===== src/logic/pnv_pkg.sv =====
// package of constants for the paged nonvolatile memory host controller
package pnv_pkg;
	localparam int CLK_PERIOD_NS = 20; // core clock period, 50 MHz
	localparam int ADDR_W = 17; // word address width
	localparam int DATA_W = 16; // data bus width
	localparam int COL_W = 2; // column bits within a row
	localparam int LANE_W = 8; // one byte lane
	localparam int ACCESS_NS = 60; // address_access_time / select access
	localparam int CYCLE_NS = 110; // random_cycle_time
	localparam int PAGE_NS = 30; // page_access_time, half of access
	localparam int PRECH_NS = 60; // precharge_min_time, plain default
	localparam int COL_HOLD_NS = 10; // column bits steady time
	localparam int SEL_LOW_US = 10; // longest continuous select low
	// least times round up to whole cycles
	localparam int ACCESS_CYC = (ACCESS_NS + CLK_PERIOD_NS - 1) / CLK_PERIOD_NS;
	localparam int CYCLE_CYC = (CYCLE_NS + CLK_PERIOD_NS - 1) / CLK_PERIOD_NS;
	localparam int PAGE_CYC = (PAGE_NS + CLK_PERIOD_NS - 1) / CLK_PERIOD_NS;
	localparam int PRECH_CYC = (PRECH_NS + CLK_PERIOD_NS - 1) / CLK_PERIOD_NS;
	localparam int COL_HOLD_CYC = (COL_HOLD_NS + CLK_PERIOD_NS - 1) / CLK_PERIOD_NS;
	// longest time rounds down
	localparam int SEL_LOW_CYC = (SEL_LOW_US * 1000) / CLK_PERIOD_NS;
	localparam int CNT_W = 10; // width of cycle counters
	localparam logic [CNT_W-1:0] CNT_ONE = 10'h001; // unit step
	localparam logic [1:0] LANES_NONE = 2'h0; // no byte lane
	typedef enum logic [2:0] {
		PNV_IDLE,
		PNV_SETUP,
		PNV_RD_WAIT,
		PNV_WR_PULSE,
		PNV_PRECH,
		PNV_COL_HOLD
	} pnv_state_t;
endpackage


===== src/logic/pnv_host.sv =====
// host controller driving the asynchronous paged nonvolatile memory pins
`timescale 1ns/1ps
module pnv_host
	import pnv_pkg::*;
(
	input  wire logic              core_clk,      // system clock
	input  wire logic              rst,           // synchronous reset, active high
	input  wire logic              req_valid,     // user request pending
	input  wire logic              req_write,     // 1 write, 0 read
	input  wire logic [ADDR_W-1:0] req_addr,      // word address
	input  wire logic [DATA_W-1:0] req_wdata,     // write data
	input  wire logic [1:0]        req_lanes,     // bit1 upper, bit0 lower lane
	output logic                   req_ready,     // request taken this cycle
	output logic                   rsp_valid,     // read data / write done pulse
	output logic [DATA_W-1:0]      rsp_rdata,     // captured read data
	output logic [ADDR_W-1:0]      mem_addr,      // address pins
	output logic                   mem_sel_n,     // chip select, active low
	output logic                   mem_wr_n,      // write strobe, active low
	output logic                   mem_oe_n,      // output enable, active low
	output logic                   upper_lane_sel_n, // upper byte select
	output logic                   lower_lane_sel_n, // lower byte select
	input  wire logic [DATA_W-1:0] mem_dq_i,      // data pins as seen
	output logic [DATA_W-1:0]      mem_dq_o,      // data pins driven value
	output logic                   mem_dq_oe      // host drives data pins
);
	pnv_state_t state_reg; // controller state
	pnv_state_t state_next; // next state
	logic [ADDR_W-1:0] row_addr_reg; // address of the open row
	logic row_open_reg; // select held low with a row open
	logic wr_op_reg; // current access is a write
	logic [CNT_W-1:0] sel_low_reg; // cycles select has stayed low
	logic tmr_load; // start a timed wait
	logic [CNT_W-1:0] tmr_count; // length of the wait
	logic tmr_done; // timed wait finished

	// first select-low count at which a take's access, hold and closing edge no longer fit the low-time limit
	localparam int SEL_OLD_CYC = SEL_LOW_CYC - CYCLE_CYC - COL_HOLD_CYC - 1;

	// an access phase is running; decoded once, for access_end
	function automatic logic in_access(input pnv_state_t s);
		return (s == PNV_RD_WAIT) || (s == PNV_WR_PULSE);
	endfunction

	// a row is reused at page speed only for same-row requests under the low-time limit
	wire same_row = row_open_reg && (req_addr[ADDR_W-1:COL_W] == row_addr_reg[ADDR_W-1:COL_W]);
	wire sel_old = (sel_low_reg >= CNT_W'(SEL_OLD_CYC));
	// a stale row closes first, so no take can stretch select past the limit
	wire row_stale = row_open_reg && sel_old;
	wire take = (state_reg == PNV_IDLE || state_reg == PNV_COL_HOLD) && tmr_done && req_valid
		&& !row_stale;
	wire reuse_row = same_row && !sel_old;
	// page column accesses are faster than a full access
	wire [CNT_W-1:0] acc_cyc = reuse_row ? CNT_W'(PAGE_CYC) : CNT_W'(CYCLE_CYC);
	// end of an access phase and end of the column hold
	wire access_end = tmr_done && in_access(state_reg);
	wire hold_end = tmr_done && (state_reg == PNV_COL_HOLD);

	pnv_timer u_timer (
		.core_clk (core_clk),
		.rst      (rst),
		.load     (tmr_load),
		.count    (tmr_count),
		.done     (tmr_done)
	);

	// next state; the timer paces every phase
	always_comb
	begin
		state_next = state_reg;
		tmr_load = 1'b0;
		tmr_count = CNT_ONE;
		case (state_reg)
			PNV_IDLE, PNV_COL_HOLD:
			begin
				if (take)
				begin
					state_next = req_write ? PNV_WR_PULSE : PNV_RD_WAIT;
					tmr_load = 1'b1;
					tmr_count = acc_cyc;
				end
				else if (row_open_reg && tmr_done && (sel_old || !req_valid))
				begin
					// close the row rather than idle with select low
					state_next = PNV_PRECH;
					tmr_load = 1'b1;
					tmr_count = CNT_W'(PRECH_CYC);
				end
			end
			PNV_RD_WAIT, PNV_WR_PULSE:
			begin
				if (tmr_done)
				begin
					// hold column bits past the strobe edge before change
					state_next = PNV_COL_HOLD;
					tmr_load = 1'b1;
					tmr_count = CNT_W'(COL_HOLD_CYC);
				end
			end
			PNV_PRECH:
			begin
				if (tmr_done)
					state_next = PNV_IDLE;
			end
			default:
				state_next = PNV_IDLE;
		endcase
	end

	// state register
	always_ff @(posedge core_clk)
	begin
		if (rst)
			state_reg <= PNV_IDLE;
		else
			state_reg <= state_next;
	end

	// open-row tracking and select-low time
	always_ff @(posedge core_clk)
	begin
		if (rst)
		begin
			row_open_reg <= 1'b0;
			row_addr_reg <= '0;
			sel_low_reg <= '0;
			wr_op_reg <= 1'b0;
		end
		else if (state_next == PNV_PRECH)
		begin
			row_open_reg <= 1'b0;
			sel_low_reg <= '0;
		end
		else
		begin
			if (take)
			begin
				row_open_reg <= 1'b1;
				row_addr_reg <= req_addr;
				wr_op_reg <= req_write;
			end
			if (row_open_reg || take)
				sel_low_reg <= sel_low_reg + CNT_ONE;
		end
	end

	// pin drive; strobe low on the same edge as select fall gives a select-led write
	always_ff @(posedge core_clk)
	begin
		if (rst)
		begin
			mem_addr <= '0;
			mem_sel_n <= 1'b1;
			mem_wr_n <= 1'b1;
			mem_oe_n <= 1'b1;
			upper_lane_sel_n <= 1'b1;
			lower_lane_sel_n <= 1'b1;
			mem_dq_o <= '0;
			mem_dq_oe <= 1'b0;
		end
		else if (take)
		begin
			mem_addr <= req_addr;
			mem_sel_n <= 1'b0;
			mem_wr_n <= !req_write;
			mem_oe_n <= req_write;
			upper_lane_sel_n <= !req_lanes[1];
			lower_lane_sel_n <= !req_lanes[0];
			mem_dq_o <= req_wdata;
			mem_dq_oe <= req_write;
		end
		else if (access_end)
		begin
			// strobe rises first; select stays low for page reuse
			mem_wr_n <= 1'b1;
			mem_oe_n <= 1'b1;
		end
		else if (hold_end)
			mem_dq_oe <= 1'b0;
		if (!rst && state_next == PNV_PRECH)
		begin
			mem_sel_n <= 1'b1;
			mem_dq_oe <= 1'b0;
		end
	end

	// handshake and read capture at end of access time
	always_ff @(posedge core_clk)
	begin
		if (rst)
		begin
			req_ready <= 1'b0;
			rsp_valid <= 1'b0;
			rsp_rdata <= '0;
		end
		else
		begin
			req_ready <= take;
			rsp_valid <= access_end;
			if (tmr_done && state_reg == PNV_RD_WAIT && !wr_op_reg)
				rsp_rdata <= mem_dq_i;
		end
	end
endmodule


===== src/logic/pnv_timer.sv =====
// down-counting cycle timer with a done flag
`timescale 1ns/1ps
module pnv_timer
	import pnv_pkg::*;
(
	input  wire logic             core_clk, // system clock
	input  wire logic             rst,      // synchronous reset, active high
	input  wire logic             load,     // start a new wait
	input  wire logic [CNT_W-1:0] count,    // cycles to wait, at least one
	output logic                  done      // high once the wait has run out
);
	logic [CNT_W-1:0] left_reg; // cycles still to go
	wire  is_last; // last step of a running wait
	assign is_last = (left_reg == CNT_ONE);

	// counter loads, then steps down to zero
	always_ff @(posedge core_clk)
	begin
		if (rst)
			left_reg <= '0;
		else if (load)
			left_reg <= count;
		else if (left_reg != '0)
			left_reg <= left_reg - CNT_ONE;
	end

	// done is registered so callers see a clean level
	always_ff @(posedge core_clk)
	begin
		if (rst)
			done <= 1'b1;
		else if (load)
			done <= 1'b0;
		else if (is_last)
			done <= 1'b1;
	end
endmodule

===== config.mk =====
export PLATFORM = sky130hd
export DESIGN_NAME = pnv_host
export DESIGN_NICKNAME = d
export VERILOG_FILES = /design/src/logic/pnv_pkg.sv /design/src/logic/pnv_host.sv /design/src/logic/pnv_timer.sv
export SDC_FILE = /design/constraint.sdc
export NUM_CORES = 1
export LEC_CHECK = 0
export ABC_AREA = 0
export BUFFER_PORTS_ARGS = -buffer_cell sky130_fd_sc_hd__buf_4
export CAP_MARGIN = 20
export CELL_PAD_IN_SITES_DETAIL_PLACEMENT = 0
export CELL_PAD_IN_SITES_GLOBAL_PLACEMENT = 1
export CORE_MARGIN = 2
export CORE_UTILIZATION = 38
export CTS_CLUSTER_DIAMETER = 50
export CTS_CLUSTER_SIZE = 16
export DETAILED_ROUTE_END_ITERATION = 16
export PLACE_DENSITY = 0.88
export RECOVER_POWER = 100
export SYNTH_ARGS = -nofsm -noshare
export SYNTH_HDL_FRONTEND = slang
export SYNTH_SLANG_ARGS = --single-unit

===== constraint.sdc =====
create_clock -name core_clk -period 2.62 [get_ports core_clk]
set_clock_uncertainty 0.15 [all_clocks]
set_input_delay 0.393 -clock core_clk [delete_from_list [all_inputs] [get_ports core_clk]]
set_output_delay 0.393 -clock core_clk [all_outputs]
set_load 0.03 [all_outputs]

==> metrics <==
GR Util All Layers=0.169; Buf/Inv on CP=0; R2R Setup Slk=0.32 ns; Critical Path RT=2.72 ns; sequential cell area=0.00196 mm²; WHS=0.114 ns; Die Ht=107 µm; antenna cells=0; Warnings, synthesis=0; number of synthesized flops with an enable pin=0; # DRC=0; Final HPWL DP=6720 µm; Final WS setup=0.321 ns; Vias/cell=5.01; TritonCTS clock tree=built; final setup fails=0; Startpoint Class=flip-flop; delay-heaviest family, CP=compound AO/OA/AOI/OAI gates; max reg flops=17; Area Overhead vs Synth=23.0%; Worst-Skew Late Latency=0.36 ns; Worst-path clk slew=0.11 ns; Top Registers=mem_addr: 17 flops, mem_dq_o: 16 flops, rsp_rdata: 16 flops; largest net degree at the start of global routing=62; Placed Instances=710; Final Hold Vio Count=0; Avg Inst Size Synth=8.46 µm²; clk root buf=clkbuf_8; Post-Layout Cell Count=726; syn nets=539; status=finished, final reports clean; most instantiated cells after synthesis=127 x nand2_1, 98 x dfxtp_1, 72 x a21oi_1; Via Count=3,639; Synth Cell Area=0.00406 mm²; flops & latches, synth=98; Hold Buf Count CTS=0; gpl congestion=0.868; initial antenna violation count=0; Yosys cell types=45; core area=0.0104 mm²; die width=107 µm; PD cells=1010 mW/mm²; Post-synth ARST share=0; Hold Crit Class=in -> reg; Port Buf Inserts=111; LEAKAGE=1.87 nW; antenna viol nets, final=0; Synth area leaders=dfxtp_1 48%, nand2_1 12%, a21oi_1 8.9%; setup TNS=0 ns; I/O pin total=112; setup slack at placement=0.386 ns; top_reg_cell synth=dfxtp_1; vias in the first global route=3,443; Slew @ Worst Pin=0.732 ns; Final period util=0.877; crit-path max FO=13; cts repair resizes=0; clock sink total=98; full die area=0.0115 mm²; area share of the largest cell type after synthesis=0.483; total setup buffers inserted after CTS=0; first-pass GRT wire length=15,800 µm; worst IR drop on VDD=468 µV; GR Overflow Total=0; sequential element share of the synthesized area=0.483; top cell type by total area after synthesis=dfxtp_1; Num CTS Buffers=9; layout cell share with drive strength beyond 1=0.144; Crit path arrival time=2.40 ns; most frequent cell after synthesis=nand2_1; DRT iter0 DRCs=263; cell row count=37; CP cell instances=a41oi_1 > nor3_1 > or4b_1 > o211a_4 > a211o_1; Starting Density=0.392; RSZ-0062 raised after global routing=false; multi-input logic area=0.00193 mm²; max-slew violations=0; CP max-delay cell=or4b_1; total iterations of the first detailed-routing run=5; Worst path max stage delay=0.60 ns; Fillers=1,074; DR WL/cell=13.3 µm; f_max=435 MHz; nets=644; Design Power=5.06 mW; H-tree lvl count=3; CTS max path bufs=2; Max Cap Viol=0; Most flops, register=mem_addr; critical path class=reg -> reg; Setup crit end kind=flip-flop; Final min period=2.30 ns; relative slew slack=0.512; Syn Inst Count=480; Final Routed Wirelength=9640 µm
logic make-up after synthesis:
kind of cell               synth area share
muxes                               0.00986
xor gates and xnor gates             0.0690
adders and majority gates            0.0123
DFF                                   0.483
buffers and inverters                0.0336
AOI/OAI and AO/OA                     0.144
and+or+nand+nor                       0.248
worst paths after layout:
| check | from | endpoint | cells after the start |
|---|---|---|---|
| setup reg to reg | sel_low_reg[7] | mem_sel_n | 5 |
| hold / removal | mem_dq_i[12] | rsp_rdata[12] | 3 |
| setup / recovery | sel_low_reg[7] | mem_sel_n | 5 |
| hold reg to reg | mem_addr[13] | mem_addr[13] | 2 |
where the power goes:
part	internal (mW)	total [mW]	leakage (nW)	switching (mW)
clock	0.489	1.04	0.112	0.552
sequential	1.79	2.01	0.800	0.223
combinational	0.715	2.01	0.959	1.29
area by class of cell:
class,instances,area share
sequential,98,0.393
tap,136,0.0341
multi-input combinational,350,0.386
timing repair buffer,120,0.138
inverter,6,0.00451
clock buffer,10,0.0276
clock inverter,6,0.0168
stage by stage:
| stage | cell area [µm²] | utilization |
|---|---|---|
| after floorplan | 4060 | - |
| final | 4990 | 0.482 |
| after global routing | 4990 | 0.482 |
| after global placement | 5050 | 0.487 |
| after detailed placement | 5050 | 0.487 |
| after CTS | 5270 | 0.508 |
cell usage in the layout (no fill, tap or decap), drive strengths merged, types with 2 or more instances in the layout:
master / count
nand2: 127
dfxtp: 98
a21oi: 72
clkbuf: 70
buf: 60
xnor2: 23
nor2: 20
nor3: 18
xor2: 9
nand3: 8
inv: 8
nand2b: 6
o21ai: 6
nor4: 6
nand3b: 5
nand4: 5
mux2i: 4
ha: 4
a211oi: 4
a21o: 3
a211o: 3
clkinv: 3
and3b: 2
nor2b: 2
or3: 2
or4: 2
a311oi: 2
nor3b: 2
o211ai: 2
or4b: 2
per-layer routing:
metal	wire, µm	track usage
met5	0	0
met4	184	0.0668
met3	685	0.0515
met2	4550	0.278
met1	4220	0.208
worst reg2reg max path: stages, from the launching register on:
cell	delay [ns]
dfxtp_1	0.35
a41oi_1	0.41
nor3_1	0.16
or4b_1	0.60
o211a_4	0.25
a211o_1	0.28
(Power assumes the default switching activity.)
